### src/design/sms_defs.svh
// Constants for the serial master/slave port: clock-divider half periods and reset values.
// Assumes inclusion by the port design files only; holds definitions and nothing else.
`ifndef SMS_DEFS_SVH
`define SMS_DEFS_SVH

// Half period of the link clock, in system clock cycles, per rate selection (normal speed).
`define SMS_HALF_RATE0   7'h02
`define SMS_HALF_RATE1   7'h08
`define SMS_HALF_RATE2   7'h20
`define SMS_HALF_RATE3   7'h40
// Rate selection codes.
`define SMS_RATE_CODE0   2'h0
`define SMS_RATE_CODE1   2'h1
`define SMS_RATE_CODE2   2'h2
`define SMS_RATE_CODE3   2'h3
// Reset values.
`define SMS_RST_BYTE     8'h00
`define SMS_RST_HALF     7'h00
// SCK presets to its idle low level so no false edge follows reset; the other pins preset high.
`define SMS_RST_SYNC     4'h7

`endif

### src/design/sms_pkg.sv
// Types shared by the serial master/slave port and its receive buffer.
// Assumes a single system clock; constants live in sms_defs.svh.
package sms_pkg;

	typedef enum logic [1:0]
	{
		ST_IDLE = 2'h0,
		ST_LOW  = 2'h1,
		ST_HIGH = 2'h3
	} sms_state_t;

	typedef struct packed
	{
		logic       portEnable;
		logic       masterSelect;
		logic       lsbFirst;
		logic       doubleSpeed;
		logic [1:0] rateSel;
		logic       irqEnable;
	} sms_cfg_t;

	typedef struct packed
	{
		logic mosiOe;
		logic sckOe;
		logic misoOe;
	} sms_dir_t;

	typedef struct packed
	{
		logic transferDone;
		logic writeCollision;
		logic overrun;
		logic busy;
	} sms_status_t;

	typedef struct packed
	{
		logic clrDone;
		logic clrCollision;
		logic clrOverrun;
	} sms_clr_t;

endpackage

### src/design/sms_rx_buf.sv
// Small in-order buffer for received bytes; the head entry always sits in slot zero.
// Assumes one clock domain; outputs come straight from registers.
`timescale 1ns/1ps
module sms_rx_buf #(
	parameter int WIDTH = 8,
	parameter int DEPTH = 2
) (
	input  wire logic             clk,
	input  wire logic             clkEn,
	input  wire logic             sys_rst,
	input  wire logic             inValid,
	output logic                  inReady,
	input  wire logic [WIDTH-1:0] inData,
	output logic                  outValid,
	input  wire logic             outReady,
	output logic      [WIDTH-1:0] outData
);
	import sms_pkg::*;

	initial
	begin
		if (WIDTH < 1 || DEPTH < 2)
			$error("sms_rx_buf needs WIDTH >= 1 and DEPTH >= 2");
	end

	logic [DEPTH-1:0] vld_ff;
	logic [WIDTH-1:0] slot_ff [DEPTH];
	logic [DEPTH-1:0] nxt_vld;
	logic [WIDTH-1:0] nxt_slot [DEPTH];
	wire              push = inValid && inReady;
	wire              pop  = vld_ff[0] && outReady;

	assign inReady  = !vld_ff[DEPTH-1];
	assign outValid = vld_ff[0];
	assign outData  = slot_ff[0];

	// Entries move down one slot on every pop, so a push lands in the first slot left empty.
	for (genvar i = 0; i < DEPTH; i++)
	begin : g_slot
		wire             upVld;
		wire [WIDTH-1:0] upData;
		wire             prevVld;
		wire             takePush;
		if (i == DEPTH - 1)
		begin : g_top
			assign upVld  = 1'b0;
			assign upData = slot_ff[i];
		end
		else
		begin : g_mid
			assign upVld  = vld_ff[i+1];
			assign upData = slot_ff[i+1];
		end
		if (i == 0)
		begin : g_first
			assign prevVld = 1'b1;
		end
		else
		begin : g_rest
			assign prevVld = vld_ff[i-1];
		end
		assign takePush   = push && (pop ? (vld_ff[i] && !upVld) : (!vld_ff[i] && prevVld));
		assign nxt_vld[i]  = pop ? (upVld || takePush) : (vld_ff[i] || takePush);
		assign nxt_slot[i] = takePush ? inData : (pop ? upData : slot_ff[i]);

		always_ff @(posedge clk or posedge sys_rst)
		begin
			if (sys_rst)
			begin
				vld_ff[i]  <= 1'b0;
				slot_ff[i] <= '0;
			end
			else if (clkEn)
			begin
				vld_ff[i]  <= nxt_vld[i];
				slot_ff[i] <= nxt_slot[i];
			end
		end
	end

endmodule // sms_rx_buf

### src/design/sms_port.sv
// Byte-oriented serial port that runs as link master or slave over SCK, MOSI, MISO and slave select.
// Assumes pin inputs arrive asynchronously and software drives the control ports on clk.
// Notes on behaviour
// Master pulls slave select low before clocking.
// Bytes swap over MOSI and MISO together.
// Master raises slave select after each packet.
// Master never drives slave select itself.
// Master write starts clock, shifts eight bits.
// Master stops clock, sets done after byte.
// Done with enable bit requests an interrupt.
// Master sends further bytes by further writes.
// Last received byte stays readable afterwards.
// Idle slave ignores SCK, floats MISO.
// Idle slave accepts writes, shifts them later.
// Slave sets done after a full byte.
// Slave may reload transmit before reading receive.
// Transmit single buffered, write only when idle.
// Unread received byte is overwritten next byte.
// External SCK stays at quarter clock or less.
// Enabled port forces pin directions per mode; the code forces only the input pins, output enables follow userDir.
// Master or slave chosen by control bit.
// Bit order selectable, LSB or MSB first.
// Rate bit zero alone gives clock over sixteen.
// Double speed master gives clock over two.
// Write during transfer sets collision flag.
`timescale 1ns/1ps
`include "sms_defs.svh"
module sms_port #(
	parameter int DATA_W    = 8,
	parameter int BUF_DEPTH = 2
) (
	input  wire logic                clk,
	input  wire logic                clkEn,
	input  wire logic                sys_rst,
	input  wire sms_pkg::sms_cfg_t   cfg,
	input  wire sms_pkg::sms_dir_t   userDir,
	input  wire logic                wrStrobe,
	input  wire logic [DATA_W-1:0]   wrData,
	input  wire logic                rxRead,
	input  wire sms_pkg::sms_clr_t   flagClr,
	output sms_pkg::sms_status_t     status,
	output logic                     irqReq,
	output logic      [DATA_W-1:0]   rxByte,
	output logic                     rxStreamValid,
	input  wire logic                rxStreamReady,
	output logic      [DATA_W-1:0]   rxStreamData,
	input  wire logic                sckIn,
	output logic                     sckOut,
	output logic                     sckOe,
	input  wire logic                mosiIn,
	output logic                     mosiOut,
	output logic                     mosiOe,
	input  wire logic                misoIn,
	output logic                     misoOut,
	output logic                     misoOe,
	input  wire logic                ssIn_n
);
	import sms_pkg::*;

	localparam int CNT_W = $clog2(DATA_W);

	initial
	begin
		if (DATA_W < 2 || BUF_DEPTH < 2)
			$error("sms_port needs DATA_W >= 2 and BUF_DEPTH >= 2");
	end

	function automatic logic [6:0] halfPeriod(input logic [1:0] rate, input logic dbl);
		logic [6:0] half;
		half = `SMS_HALF_RATE0;
		unique case (rate)
			`SMS_RATE_CODE0: half = `SMS_HALF_RATE0;
			`SMS_RATE_CODE1: half = `SMS_HALF_RATE1;
			`SMS_RATE_CODE2: half = `SMS_HALF_RATE2;
			`SMS_RATE_CODE3: half = `SMS_HALF_RATE3;
		endcase
		return dbl ? (half >> 1) : half;
	endfunction

	function automatic logic txBitOf(input logic [DATA_W-1:0] sh, input logic lsb);
		return lsb ? sh[0] : sh[DATA_W-1];
	endfunction

	// Pin synchronisers: bit 3 SCK, bit 2 MOSI, bit 1 MISO, bit 0 slave select.
	logic [3:0]        syncA_ff;
	logic [3:0]        syncB_ff;
	logic              prevSck_ff;
	sms_state_t        state_ff;
	sms_state_t        nxt_state;
	logic [6:0]        halfCnt_ff;
	logic [6:0]        nxt_halfCnt;
	logic [CNT_W-1:0]  bitCnt_ff;
	logic              midBit_ff;
	logic              inBit_ff;
	logic              startPend_ff;
	logic [DATA_W-1:0] shift_ff;
	logic              rxUnread_ff;
	sms_status_t       status_ff;
	logic              irqReq_ff;
	logic [DATA_W-1:0] rxByte_ff;
	logic              sckOut_ff;
	logic              txOut_ff;
	sms_dir_t          oe_ff;
	sms_dir_t          nxt_oe;
	logic              bufInReady;

	wire              sckS      = syncB_ff[3];
	wire              mosiS     = syncB_ff[2];
	wire              misoS     = syncB_ff[1];
	wire              ssActive  = !syncB_ff[0];
	wire              isMaster  = cfg.portEnable && cfg.masterSelect;
	wire              isSlave   = cfg.portEnable && !cfg.masterSelect;
	wire [6:0]        halfTop   = halfPeriod(cfg.rateSel, cfg.doubleSpeed);
	wire              mstRise   = state_ff == ST_LOW && halfCnt_ff == `SMS_RST_HALF;
	wire              mstFall   = state_ff == ST_HIGH && halfCnt_ff == `SMS_RST_HALF;
	// The slave only reacts to SCK edges while selected; the quarter-rate limit keeps each edge visible.
	wire              slvRise   = isSlave && ssActive && sckS && !prevSck_ff;
	wire              slvFall   = isSlave && ssActive && !sckS && prevSck_ff;
	wire              sampleEv  = isMaster ? mstRise : slvRise;
	wire              shiftEv   = isMaster ? mstFall : slvFall;
	wire              sampleBit = isMaster ? misoS : mosiS;
	wire              lastBit   = bitCnt_ff == CNT_W'(DATA_W - 1);
	wire              byteDone  = shiftEv && lastBit;
	wire              busy      = isMaster ? (state_ff != ST_IDLE || startPend_ff)
	                                       : (bitCnt_ff != '0 || midBit_ff);
	wire              wrAccept  = wrStrobe && cfg.portEnable && !busy;
	wire              wrCollide = wrStrobe && cfg.portEnable && busy;
	wire              mstStart  = isMaster && state_ff == ST_IDLE && startPend_ff && bufInReady;
	wire [DATA_W-1:0] shifted   = cfg.lsbFirst ? {inBit_ff, shift_ff[DATA_W-1:1]}
	                                           : {shift_ff[DATA_W-2:0], inBit_ff};
	wire [DATA_W-1:0] nxt_shift = wrAccept ? wrData : (shiftEv ? shifted : shift_ff);
	wire              nxt_tx    = txBitOf(nxt_shift, cfg.lsbFirst);
	wire              rxPush    = byteDone;
	wire              rxDrop    = byteDone && !bufInReady;
	wire              lostByte  = byteDone && rxUnread_ff && !rxRead;
	wire              nxt_done  = (status_ff.transferDone && !flagClr.clrDone) || byteDone;
	wire              nxt_coll  = (status_ff.writeCollision && !flagClr.clrCollision) || wrCollide;
	wire              nxt_ovr   = (status_ff.overrun && !flagClr.clrOverrun) || lostByte || rxDrop;

	// Master clock generator: an idle state and two half-period states that each last halfTop cycles.
	always_comb
	begin
		nxt_state   = state_ff;
		nxt_halfCnt = halfCnt_ff;
		if (!isMaster)
		begin
			nxt_state   = ST_IDLE;
			nxt_halfCnt = `SMS_RST_HALF;
		end
		else
		begin
			unique case (state_ff)
				ST_IDLE:
				begin
					if (mstStart)
					begin
						nxt_state   = ST_LOW;
						nxt_halfCnt = halfTop - 7'h01;
					end
				end
				ST_LOW:
				begin
					if (mstRise)
					begin
						nxt_state   = ST_HIGH;
						nxt_halfCnt = halfTop - 7'h01;
					end
					else
						nxt_halfCnt = halfCnt_ff - 7'h01;
				end
				ST_HIGH:
				begin
					if (mstFall)
					begin
						nxt_state   = lastBit ? ST_IDLE : ST_LOW;
						nxt_halfCnt = halfTop - 7'h01;
					end
					else
						nxt_halfCnt = halfCnt_ff - 7'h01;
				end
				default:
				begin
					nxt_state   = ST_IDLE;
					nxt_halfCnt = `SMS_RST_HALF;
				end
			endcase
		end
	end

	// Pin directions. Slave select is never driven here; software owns it in master mode.
	always_comb
	begin
		nxt_oe = '0;
		if (isMaster)
		begin
			nxt_oe.mosiOe = userDir.mosiOe;
			nxt_oe.sckOe  = userDir.sckOe;
		end
		else if (isSlave)
			nxt_oe.misoOe = userDir.misoOe && ssActive;
	end

	always_ff @(posedge clk or posedge sys_rst)
	begin
		if (sys_rst)
		begin
			syncA_ff   <= `SMS_RST_SYNC;
			syncB_ff   <= `SMS_RST_SYNC;
			prevSck_ff <= 1'b0;
		end
		else if (clkEn)
		begin
			syncA_ff   <= {sckIn, mosiIn, misoIn, ssIn_n};
			syncB_ff   <= syncA_ff;
			prevSck_ff <= sckS;
		end
	end

	always_ff @(posedge clk or posedge sys_rst)
	begin
		if (sys_rst)
		begin
			state_ff     <= ST_IDLE;
			halfCnt_ff   <= `SMS_RST_HALF;
			startPend_ff <= 1'b0;
		end
		else if (clkEn)
		begin
			state_ff     <= nxt_state;
			halfCnt_ff   <= nxt_halfCnt;
			// A master write waits here while the receive buffer is full, so no byte is lost.
			startPend_ff <= isMaster && ((startPend_ff && !mstStart) || wrAccept);
		end
	end

	// Bit engine. A slave deselected mid-byte drops the partial byte and starts again cleanly.
	always_ff @(posedge clk or posedge sys_rst)
	begin
		if (sys_rst)
		begin
			bitCnt_ff <= '0;
			midBit_ff <= 1'b0;
			inBit_ff  <= 1'b0;
			shift_ff  <= `SMS_RST_BYTE;
			txOut_ff  <= 1'b0;
		end
		else if (clkEn)
		begin
			if (!cfg.portEnable || (isSlave && !ssActive))
			begin
				bitCnt_ff <= '0;
				midBit_ff <= 1'b0;
			end
			else if (shiftEv)
			begin
				bitCnt_ff <= lastBit ? '0 : bitCnt_ff + CNT_W'(1);
				midBit_ff <= 1'b0;
			end
			else if (sampleEv)
				midBit_ff <= 1'b1;
			if (sampleEv)
				inBit_ff <= sampleBit;
			shift_ff <= nxt_shift;
			txOut_ff <= nxt_tx;
		end
	end

	always_ff @(posedge clk or posedge sys_rst)
	begin
		if (sys_rst)
		begin
			rxByte_ff   <= `SMS_RST_BYTE;
			rxUnread_ff <= 1'b0;
			status_ff   <= '0;
			irqReq_ff   <= 1'b0;
		end
		else if (clkEn)
		begin
			if (byteDone)
				rxByte_ff <= shifted;
			rxUnread_ff <= byteDone || (rxUnread_ff && !rxRead);
			status_ff   <= '{transferDone: nxt_done, writeCollision: nxt_coll,
			                 overrun: nxt_ovr, busy: busy};
			irqReq_ff   <= nxt_done && cfg.irqEnable;
		end
	end

	always_ff @(posedge clk or posedge sys_rst)
	begin
		if (sys_rst)
		begin
			sckOut_ff <= 1'b0;
			oe_ff     <= '0;
		end
		else if (clkEn)
		begin
			sckOut_ff <= nxt_state == ST_HIGH;
			oe_ff     <= nxt_oe;
		end
	end

	sms_rx_buf #(
		.WIDTH (DATA_W),
		.DEPTH (BUF_DEPTH)
	) u_rx_buf (
		.clk      (clk),
		.clkEn    (clkEn),
		.sys_rst  (sys_rst),
		.inValid  (rxPush),
		.inReady  (bufInReady),
		.inData   (shifted),
		.outValid (rxStreamValid),
		.outReady (rxStreamReady),
		.outData  (rxStreamData)
	);

	assign status  = status_ff;
	assign irqReq  = irqReq_ff;
	assign rxByte  = rxByte_ff;
	assign sckOut  = sckOut_ff;
	assign sckOe   = oe_ff.sckOe;
	assign mosiOut = txOut_ff;
	assign mosiOe  = oe_ff.mosiOe;
	assign misoOut = txOut_ff;
	assign misoOe  = oe_ff.misoOe;

	property p_start;
		@(posedge clk) disable iff (sys_rst)
		clkEn && mstStart |=> state_ff == ST_LOW && startPend_ff == 1'b0;
	endproperty
	a_start: assert property (p_start) else $error("master did not start the clock");

	property p_done_set;
		@(posedge clk) disable iff (sys_rst)
		clkEn && byteDone |=> status.transferDone && rxByte == $past(shifted);
	endproperty
	a_done_set: assert property (p_done_set) else $error("byte end not flagged");

	property p_master_stop;
		@(posedge clk) disable iff (sys_rst)
		clkEn && isMaster && byteDone |=> state_ff == ST_IDLE ##1 !sckOut;
	endproperty
	a_master_stop: assert property (p_master_stop) else $error("clock kept running after byte");

	property p_irq;
		@(posedge clk) disable iff (sys_rst)
		clkEn && byteDone && cfg.irqEnable |=> irqReq;
	endproperty
	a_irq: assert property (p_irq) else $error("no interrupt request on byte end");

	property p_slave_idle;
		@(posedge clk) disable iff (sys_rst)
		clkEn && isSlave && !ssActive |=> !misoOe && bitCnt_ff == '0;
	endproperty
	a_slave_idle: assert property (p_slave_idle) else $error("deselected slave not idle");

	property p_idle_write;
		@(posedge clk) disable iff (sys_rst)
		clkEn && isSlave && !ssActive && wrStrobe |=> shift_ff == $past(wrData) && !status.writeCollision;
	endproperty
	a_idle_write: assert property (p_idle_write) else $error("idle slave refused a write");

	property p_collision;
		@(posedge clk) disable iff (sys_rst)
		clkEn && wrCollide |=> status.writeCollision && (shift_ff == $past(shift_ff) || $past(shiftEv));
	endproperty
	a_collision: assert property (p_collision) else $error("collision not flagged or write taken");

	property p_overrun;
		@(posedge clk) disable iff (sys_rst)
		clkEn && lostByte |=> status.overrun;
	endproperty
	a_overrun: assert property (p_overrun) else $error("lost byte not flagged");

	property p_rate16;
		@(posedge clk) disable iff (sys_rst)
		cfg.rateSel == `SMS_RATE_CODE1 && !cfg.doubleSpeed |-> halfTop == 7'h08;
	endproperty
	a_rate16: assert property (p_rate16) else $error("rate one is not clock over sixteen");

	property p_double;
		@(posedge clk) disable iff (sys_rst)
		clkEn && isMaster && cfg.doubleSpeed && cfg.rateSel == `SMS_RATE_CODE0 && mstRise
		##1 clkEn |-> sckOut ##1 !sckOut;
	endproperty
	a_double: assert property (p_double) else $error("double speed high phase too long");

	property p_dirs;
		@(posedge clk) disable iff (sys_rst)
		clkEn && isMaster |=> !misoOe;
	endproperty
	a_dirs: assert property (p_dirs) else $error("master drove its data input");

endmodule // sms_port

### config.mk
export PLATFORM = sky130hd
export DESIGN_NAME = sms_port
export DESIGN_NICKNAME = d
export VERILOG_FILES = /design/src/design/sms_pkg.sv /design/src/design/sms_rx_buf.sv /design/src/design/sms_port.sv
export VERILOG_INCLUDE_DIRS = /design/src /design/src/design
export SDC_FILE = /design/constraint.sdc
export NUM_CORES = 1
export LEC_CHECK = 0
export ABC_AREA = 1
export BUFFER_PORTS_ARGS = -buffer_cell sky130_fd_sc_hd__buf_2
export CORE_MARGIN = 10
export CORE_UTILIZATION = 25
export DETAILED_ROUTE_END_ITERATION = 10
export GPL_ROUTABILITY_DRIVEN = 0
export PLACE_DENSITY = 0.45
export SLEW_MARGIN = 10
export SYNTH_ARGS = -nofsm -noshare
export SYNTH_HDL_FRONTEND = slang
export SYNTH_SLANG_ARGS = --single-unit
### constraint.sdc
create_clock -name clk -period 2.9 [get_ports clk]
set_input_delay 0 -clock clk [delete_from_list [all_inputs] [get_ports clk]]
set_output_delay 0 -clock clk [all_outputs]
set_load 0.1 [all_outputs]
==> flow_metrics.tcl, run 1 <==
set metrics [dict create \
    cp_data_required_time_ns 3.09 \
    postSynth.asyncResetShare 1.00 \
    grtUsageMet1 0.137 \
    start_util 0.257 \
    wire_per_inst_microns 13.7 \
    yosysUniqueCellTypes 42 \
    crit_type "flip-flop to flip-flop" \
    power.density_nw_per_um2 686 \
    hold_viol_final 0 \
    fin_tns_setup_ns 0 \
    crit_path_start_kind "flip-flop" \
    ys_ff_latch 69 \
    grt_overflow 0 \
    drive_gt1_frac 0.207 \
    num_vias 3050 \
    grt_max_degree 36 \
    hold_slack_ns 0.0125 \
    relSlewSlack 0.427 \
    timing.final.crit_share 0.702 \
    fin_skew_ns 0.00819 \
    regArea_sq_um 1730 \
    drcViolationCount 0 \
    crit_fanout 17 \
    rows 43 \
    syn-cell-area_sq_um 3600 \
    layout.cells.non_filler 706 \
    via_per_inst 4.32 \
    dpl.cell_count 677 \
    synth-edff-count 0 \
    min_path_type "input port to flip-flop" \
    status "completed" \
    multiInputGateArea_sq_um 1590 \
    track_usage 0.102 \
    finalNetCount 556 \
    arrival_ns 2.23 \
    top_usage_layer "met2" \
    rsz0062_at_grt "no" \
    syn_to_final_growth_pct 25.0 \
    num_antenna_cells 0 \
    tritoncts "built" \
    clk_latency_ns 0.33 \
    yosys_warnings 0 \
    ys_seq_area_frac 0.482 \
    post-dp-hpwl_mm 7.20 \
    chipHeight_microns 140 \
    postRouteWirelength_mm 9.65 \
    end_kind "flip-flop" \
    grt_util_met3 0.0267 \
    worst_slew_pin_slew_ns 0.859 \
    fmax_mhz 491 \
    p_leak_nw 2.28 \
    ff2ff_setup_slack_ns 0.87 \
    antenna_found_initial 0 \
    postRouteAntennaNets 0 \
    setup_viol 0 \
    grt_pass1_vias 3157 \
    port_buffers 58 \
    grt_pass1_wl_mm 16.4 \
    drtIter0Drc 166 \
    cts_buffers 9 \
    layout_min_cycle_time_ns 2.03 \
    fp.dieW_microns 140 \
    drt_pass1_iterations 4 \
    vdd_ir_drop_max_uv 335 \
    nFillCells 1535 \
    die_area_sq_um 19600 \
    core-area_sq_um 14000 \
    maxCapViolCount 0 \
    syn_nets 485 \
    clk_path_buf_depth 2 \
    syn_area_per_cell_sq_um 7.99 \
    placed_area_sq_um 4060 \
    cts.sinks 69 \
    finalInstanceArea_sq_um 4500 \
    clock-root-buffer "clkbuf_16" \
    synthesis.instances 450 \
    h-tree-depth 3 \
    clk_pin_slew_ns 0.05 \
    pin_count 59 \
    grt_use_met2 0.153 \
    synth_flop_cell "dfrtp_1" \
    finalMaxSlewViolations 0 \
]
==> power by group <==
| part | internal, W | switching (W) | total (W) |
|---|---|---|---|
| Combinational | 0.000207 | 0.000569 | 0.000776 |
| Clock | 0.000753 | 0.000414 | 0.00117 |
| Sequential | 0.00107 | 0.0000704 | 0.00114 |
| Total | 0.00203 | 0.00105 | 0.00309 |
==> per-stage QoR <==
step / util / power [W] / worst slack, ns
final: 0.321 / 0.00309 / 0.865
after CTS: 0.321 / 0.00312 / 0.856
after global routing: 0.321 / 0.00326 / 0.619
after floorplan: - / 0.00174 / 0.823
after detailed placement: 0.290 / 0.00193 / 0.875
after global placement: 0.290 / 0.00193 / 0.900
==> cell type report <==
type                    instances  area share
clock buffers                  12      0.0526
clock inverters                 4      0.0161
inverters                      47      0.0392
multi-input cells             319       0.353
flip-flops and latches         69       0.386
well taps                     180      0.0501
repair buffers                 75       0.103
==> cell usage in the layout, fill, tap and decap left out, types with 9 or more instances in the layout <==
cell | synthesis | layout
inv_1 | 44 | 43
buf_2 | 2 | 58
nand3_1 | 41 | 41
dlygate4sd3_1 | 0 | 13
nor2_1 | 10 | 10
dfrtp_1 | 63 | 63
clkbuf_16 | 0 | 9
o21ai_0 | 45 | 45
nand2_1 | 160 | 160
==> critical path, cell delays in order (launching register included) <==
cell and delay (ns):
dfrtp_1 0.39, inv_1 0.07, ha_1 0.22, nand2_1 0.11
nor2_4 0.17, nand2_4 0.09, nand2_4 0.15, nand2_4 0.10
nor2_8 0.17, nand3_4 0.23, nand2_1 0.14, o21ai_2 0.06
==> cell families after synthesis <==
| family | after synthesis | synth area share |
|---|---|---|
| AOI/OAI and AO/OA | 79 | 0.129 |
| muxes | 1 | 0.00278 |
| xor gates and xnor gates | 3 | 0.00731 |
| buffers and inverters | 62 | 0.0762 |
| DFF | 69 | 0.482 |
| adders and majority gates | 4 | 0.0139 |
| and+or+nand+nor | 232 | 0.289 |
==> path summary, 6_finish.rpt <==
path,from,to,cells after the start
max,halfCnt_ff[0],u_rx_buf.g_slot[0].upData[7],11
min,wrData[1],shift_ff[1],5
max reg2reg,halfCnt_ff[0],u_rx_buf.g_slot[0].upData[7],11
min reg2reg,u_rx_buf.outData[0],u_rx_buf.outData[0],2
max in group asynchronous,sys_rst,syncA_ff[1],4
min in group asynchronous,sys_rst,u_rx_buf.outData[3],3
==> synth_stat cells (3+ instances only) <==
cell,n,area [sq um]
nand2_4,3,33.8
clkbuf_1,8,30.0
o21ai_0,45,225
dfstp_2,6,158
dfrtp_1,63,1580
o21ai_2,8,70.1
nand2_1,160,601
nor2_2,4,25.0
o22ai_1,3,18.8
a21oi_1,6,30.0
nand2_2,3,18.8
nor2_1,10,37.5
o21ai_1,8,40.0
ha_1,4,50.1
inv_1,44,165
nand3_1,41,205
==> sequential cells by signal (all words and copies together) (netlist names), 2 cells and up <==
name	count
syncA_ff	4
halfCnt_ff	7
u_rx_buf.g_slot.upData	8
bitCnt_ff	3
u_rx_buf.outData	8
rxByte	8
shift_ff	8
syncB_ff	4
state_ff	2
status	4
==> timing repair <==
item                       CTS  global route
resized for setup            0             0
buffers inserted             0             0
hold buffers                13             0
hold endpoints to repair    26             0
setup endpoints to repair    0             0
==> per-layer routing <==
layer,share of wire,wire length (microns)
met1,0.50,4820
met2,0.45,4310
met3,0.041,396
met4,0.013,125
met5,0,0
Note: power is estimated with default switching activity, not from simulation.
==> run 2, diff against run 1 <==
- ABC_AREA: 1 -> 0
- clock period: 2.9 -> 2 ns (I/O delays scaled with it)
==> run 2 against run 1 <==
The run now ends with negative setup slack left. Core utilization grew 4.0 points. Clock-buffer cell count rose by 3. Setup slack got worse by 0.87 ns. Critical path depth fell by 3. Clock power grew 29%. First-iteration DRC count shrank 11%. Non-clock buffer count is 46 higher. Design area increased by 7.0%. Critical path type unchanged. Largest cell class unchanged.
==> flow_metrics.tcl, run 2 <==
set metrics [dict create \
    pin_count 59 \
    synth_flop_cell "dfrtp_1" \
    h-tree-depth 3 \
    hold_slack_ns 0.00737 \
    hold_viol_final 0 \
    crit_type "flip-flop to flip-flop" \
    port_buffers 58 \
    p_leak_nw 2.33 \
    grt_overflow 0 \
    maxCapViolCount 0 \
    drive_gt1_frac 0.344 \
    tritoncts "built" \
    clk_path_buf_depth 2 \
    drcViolationCount 0 \
    clock-root-buffer "clkbuf_16" \
    synth.area.top_cells "dfrtp_1, o21ai_0, mux2_2, mux2i_1, dfstp_2" \
    end_kind "flip-flop" \
    syn-cell-area_sq_um 3410 \
    netlist.area_leader.share 0.462 \
    grt_pass1_vias 2935 \
    relSlewSlack 0.670 \
    postRouteWirelength_mm 9.58 \
    max_stage_delay_ns 0.39 \
    postRouteAntennaNets 0 \
    synthesis.instances 338 \
    synth_common_cells "dfrtp_1, o21ai_0, nand2_1" \
    vdd_ir_drop_max_uv 360 \
    crit_path_start_kind "flip-flop" \
    synth_top_area_cell "dfrtp_1" \
    violations "negative setup slack" \
    cpLargestDelayFamily "simple AND/OR/NAND/NOR gates" \
    num_vias 2910 \
    clk_pin_slew_ns 0.05 \
    final_common_cell "dfrtp_1" \
    path_buf_inv 2 \
    synth-edff-count 0 \
    via_per_inst 4.58 \
    grt_pass1_wl_mm 15.7 \
    arrival_ns 2.21 \
    cts.sinks 69 \
    syn_nets 373 \
    drtIter0Drc 148 \
    layout.cells.non_filler 635 \
    num_antenna_cells 0 \
    crit_fanout 8 \
    clk_latency_ns 0.33 \
    min_path_type "input port to flip-flop" \
    yosysUniqueCellTypes 55 \
    layout_common_cells "dfrtp_1, buf_2, o21ai_0" \
    rows 42 \
    ys_seq_area_frac 0.508 \
    status "finished, violations left" \
    finalMaxSlewViolations 0 \
    drt_pass1_iterations 4 \
    wl_met2_mm 4.40 \
    start_util 0.257 \
    fp.dieW_microns 137 \
    wire_per_inst_microns 15.1 \
    path_cells "inv_2 > ha_4 > nor3b_4 > and4_4 > o21ai_4 > o31ai_4 > buf_12 > mux2_4" \
    met3_length_microns 401 \
    post-dp-hpwl_mm 6.73 \
    finalNetCount 489 \
    grt_max_degree 70 \
    rsz0062_at_grt "yes" \
    core-area_sq_um 13300 \
    syn_area_per_cell_sq_um 10.1 \
    power.density_nw_per_um2 781 \
    setup_slack_ns -0.00581 \
    postSynth.asyncResetShare 1.00 \
    dpl.cell_count 595 \
    ff2ff_setup_slack_ns -0.006 \
    final_util 0.362 \
    setup_viol 4 \
    fmax_mhz 499 \
    syn_to_final_growth_pct 40.9 \
    cp_data_required_time_ns 2.21 \
    die_area_sq_um 18700 \
    wl_met1_mm 4.64 \
    fin_tns_setup_ns -0.0102 \
    fin_skew_ns 0.00551 \
    timing.final.crit_share 1.00 \
    nFillCells 1338 \
    ys_ff_latch 69 \
    yosys_warnings 0 \
    worst_slew_pin_slew_ns 0.499 \
    antenna_found_initial 1 \
    topRoutingLayerUsed "met5" \
    layout_min_cycle_time_ns 2.01 \
    slowest_stage "dfrtp_1" \
    chipHeight_microns 137 \
    track_usage 0.105 \
    yosysMostFrequentCell "dfrtp_1" \
    cts_buffers 9 \
]
## run 2: cell types whose count changed after synthesis, sizes merged, moves of 7 or more
cell   previous run  this run
mux2              0        17
nand2           166        42
mux2i             1        18
nand3            43         3
inv              46        20
o21ai            61        51
a22o              1         8
## run 2: path summary, 6_finish.rpt
| kind | startpoint | end | depth (start not counted) |
|---|---|---|---|
| hold / removal | clkEn | irqReq | 3 |
| hold reg to reg | rxByte[2] | rxByte[2] | 2 |
| setup reg to reg | halfCnt_ff[1] | u_rx_buf.outData[5] | 8 |
| min in group asynchronous | sys_rst | irqReq | 4 |
| max in group asynchronous | sys_rst | syncB_ff[2] | 4 |
| setup / recovery | halfCnt_ff[1] | u_rx_buf.outData[5] | 8 |
## run 2: kinds of logic (layout without fill, tap and decap cells)
logic type / count (synthesis) / after routing / synth area share
AOI/OAI and AO/OA: 98 / 98 / 0.188
xor gates and xnor gates: 1 / 1 / 0.00257
adders and majority gates: 4 / 4 / 0.0147
buffers and inverters: 37 / 158 / 0.0433
DFF: 69 / 69 / 0.508
muxes: 35 / 35 / 0.109
and+or+nand+nor: 94 / 94 / 0.135
## run 2: layout make-up
| cell class | instances | area [sq um] | area share |
|---|---|---|---|
| clock buffers | 15 | 278 | 0.0578 |
| clock inverters | 1 | 5.00 | 0.00104 |
| inverters | 21 | 78.8 | 0.0164 |
| multi-input cells | 232 | 1630 | 0.338 |
| flip-flops and latches | 69 | 1740 | 0.361 |
| well taps | 176 | 220 | 0.0458 |
| repair buffers | 121 | 865 | 0.180 |
## run 2: power breakdown
part	switching, W	total (W)	internal (W)
Sequential	0.0000816	0.00159	0.00150
Combinational	0.000398	0.000657	0.000259
Clock	0.000571	0.00151	0.000941
Total	0.00105	0.00375	0.00270
## run 2: metal layers
metal,vias to the layer above,GRT usage
met2,58,0.163
li1,1439,-
met4,2,0.0427
met5,-,0
met1,1401,0.137
met3,10,0.0253
## run 2: worst reg2reg max path, cell delays in order, from the launching register on
cell and delay [ns]:
dfrtp_1 0.39, inv_2 0.08, ha_4 0.14, nor3b_4 0.20, and4_4 0.29, o21ai_4 0.08
o31ai_4 0.22, buf_12 0.18, mux2_4 0.31
## run 2: what timing repair did
item                                   4_1_cts  5_1_grt
setup endpoints to repair                   31       37
hold buffers                                18        0
endpoints found under the hold margin       79        0
pin swaps                                    6        7
setup buffers                                2        4
gates resized for setup                     13       18
## run 2: metrics by stage
| stage | instance area (sq um) | worst slack, ns | power (W) |
|---|---|---|---|
| 2_1_floorplan | 3450 | -0.121 | 0.00201 |
| 3_3_place_gp | 4210 | -0.111 | 0.00222 |
| 3_5_place_dp | 4210 | -0.167 | 0.00223 |
| 4_1_cts | 4730 | -0.0760 | 0.00379 |
| 5_1_grt | 4810 | -0.0699 | 0.00393 |
| 6_report | 4810 | -0.00581 | 0.00375 |
==> run 3, diff against run 2 <==
- BUFFER_PORTS_ARGS: -buffer_cell sky130_fd_sc_hd__buf_2 -> not set
- CTS_BUF_LIST: not set -> sky130_fd_sc_hd__clkbuf_16
- DONT_BUFFER_PORTS: not set -> 1
- PLACE_DENSITY: 0.45 -> not set
==> run 3 against run 2 <==
The run still ends with negative setup slack left. Clock power about the same. Non-clock buffer count down 19. Flip-flop and latch count did not move. Design area rose by 0.47%.
==> flow_metrics.tcl, run 3 (synthesis results as in run 2) <==
set metrics [dict create \
    tritoncts "built" \
    min_path_type "input port to flip-flop" \
    end_kind "flip-flop" \
    rr_worst_depth 7 \
    p_leak_nw 2.25 \
    setup_viol 1 \
    violations "negative setup slack" \
    nFillCells 1321 \
    path_cells "or3b_4 > nor3b_4 > buf_6 > o21ai_2 > buf_12 > mux2i_1 > mux2_4" \
    worst_slew_pin_slew_ns 0.748 \
    drcViolationCount 0 \
    antenna_found_initial 0 \
    layout_common_cells "dfrtp_1, buf_4, nand2_1" \
    max_stage_delay_ns 0.39 \
    syn_to_final_growth_pct 41.6 \
    min_from "cfg[4]" \
    worstHoldEndpoint "u_rx_buf.g_slot[0].upData[2]" \
    status "finished, violations left" \
    postRouteWirelength_mm 9.93 \
    grt_overflow 0 \
    clk_latency_ns 0.34 \
    hold_depth 2 \
    layout.cells.non_filler 615 \
    slowest_stage "or3b_4" \
    fmax_mhz 499 \
    arrival_ns 2.23 \
    crit_fanout 8 \
    grt_pass1_wl_mm 16.5 \
    cts.sinks 69 \
    chipHeight_microns 137 \
    pin_count 59 \
    die_area_sq_um 18700 \
    core-area_sq_um 13300 \
    placed_area_sq_um 4090 \
    dpl.cell_count 561 \
    postRouteAntennaNets 0 \
    grt_max_degree 43 \
    clk_path_buf_depth 2 \
    layout_min_cycle_time_ns 2.01 \
    maxCapViolCount 0 \
    crit_path_start_kind "flip-flop" \
    rsz0062_at_grt "yes" \
    finalMaxSlewViolations 0 \
    rows 42 \
    fin_skew_ns 0.00755 \
    setup_slack_ns -0.00525 \
    drt_pass1_iterations 4 \
    port_buffers 0 \
    finalNetCount 470 \
    ff2ff_setup_slack_ns -0.005 \
    relSlewSlack 0.501 \
    h-tree-depth 3 \
    r2r-end "u_rx_buf.outData[3]" \
    num_vias 2863 \
    vdd_ir_drop_max_uv 325 \
    finalPower_w 0.00376 \
    timing.final.crit_share 1.00 \
    drtIter0Drc 110 \
    clk_pin_slew_ns 0.06 \
    start_util 0.257 \
    cp_data_required_time_ns 2.22 \
    finalInstanceArea_sq_um 4830 \
    crit_type "flip-flop to flip-flop" \
    fin_tns_setup_ns -0.00525 \
    hold_viol_final 0 \
    via_per_inst 4.66 \
    clock-root-buffer "clkbuf_16" \
    r2r-start "syncB_ff[0]" \
    fp.dieW_microns 137 \
    num_antenna_cells 0 \
    wire_per_inst_microns 16.2 \
    cts_buffers 9 \
    drive_gt1_frac 0.276 \
    grt_pass1_vias 3063 \
    track_usage 0.113 \
    post-dp-hpwl_mm 7.01 \
    power.density_nw_per_um2 779 \
]
## run 3: how the worst max path moves through the flow
stage | startpoint | slack (ns) | end
floorplan | halfCnt_ff[0] | -0.12 | u_rx_buf.outData[0]
finish | syncB_ff[0] | -0.005 | u_rx_buf.outData[3]
global placement | halfCnt_ff[0] | -0.04 | u_rx_buf.outData[2]
global route | syncB_ff[0] | -0.08 | u_rx_buf.outData[3]
CTS | halfCnt_ff[1] | -0.02 | u_rx_buf.outData[4]
detailed placement | halfCnt_ff[0] | -0.08 | u_rx_buf.outData[3]
## run 3: area by class of cell
cell class	instances	area, sq um	area share
multi-input combinational	232	1620	0.335
inverter	21	78.8	0.0163
tap	176	220	0.0456
clock inverter	6	56.3	0.0117
timing repair buffer	102	900	0.186
sequential	69	1740	0.359
clock buffer	9	225	0.0466
## run 3: per-layer routing
layer / global-route usage / up-vias / share of wire
li1: - / 1402 / -
met1: 0.136 / 1392 / 0.44
met2: 0.182 / 59 / 0.48
met3: 0.0429 / 10 / 0.065
met4: 0.0375 / 0 / 0.013
met5: 0 / - / 0
## run 3: timing repair
action	4_1_cts	5_1_grt
buffers inserted	3	1
hold buffers	35	0
gates resized for setup	15	15
endpoints found under the hold margin	74	0
pin swaps	6	4
setup endpoints to repair	22	27
## run 3: through the flow
stage	utilization	hold slack, ns	setup WS (ns)
finish	0.363	0.00310	-0.00525
global route	0.363	0.0209	-0.0795
CTS	0.361	0.00250	-0.0243
detailed placement	0.308	0.0601	-0.0769
global placement	0.308	0.0518	-0.0399
floorplan	-	0.137	-0.121
## run 3: power by group
part	switching, W	internal, W	leakage, nW
Sequential	0.0000806	0.00151	0.915
Combinational	0.000392	0.000254	1.19
Clock	0.000586	0.000946	0.144
## run 3: critical path: cells and delay by family (launching register included)
family | cells | cell delay (ns)
and+or+nand+nor | 2 | 0.71
muxes | 2 | 0.42
DFF | 1 | 0.37
buffers and inverters | 2 | 0.31
AOI/OAI and AO/OA | 1 | 0.07
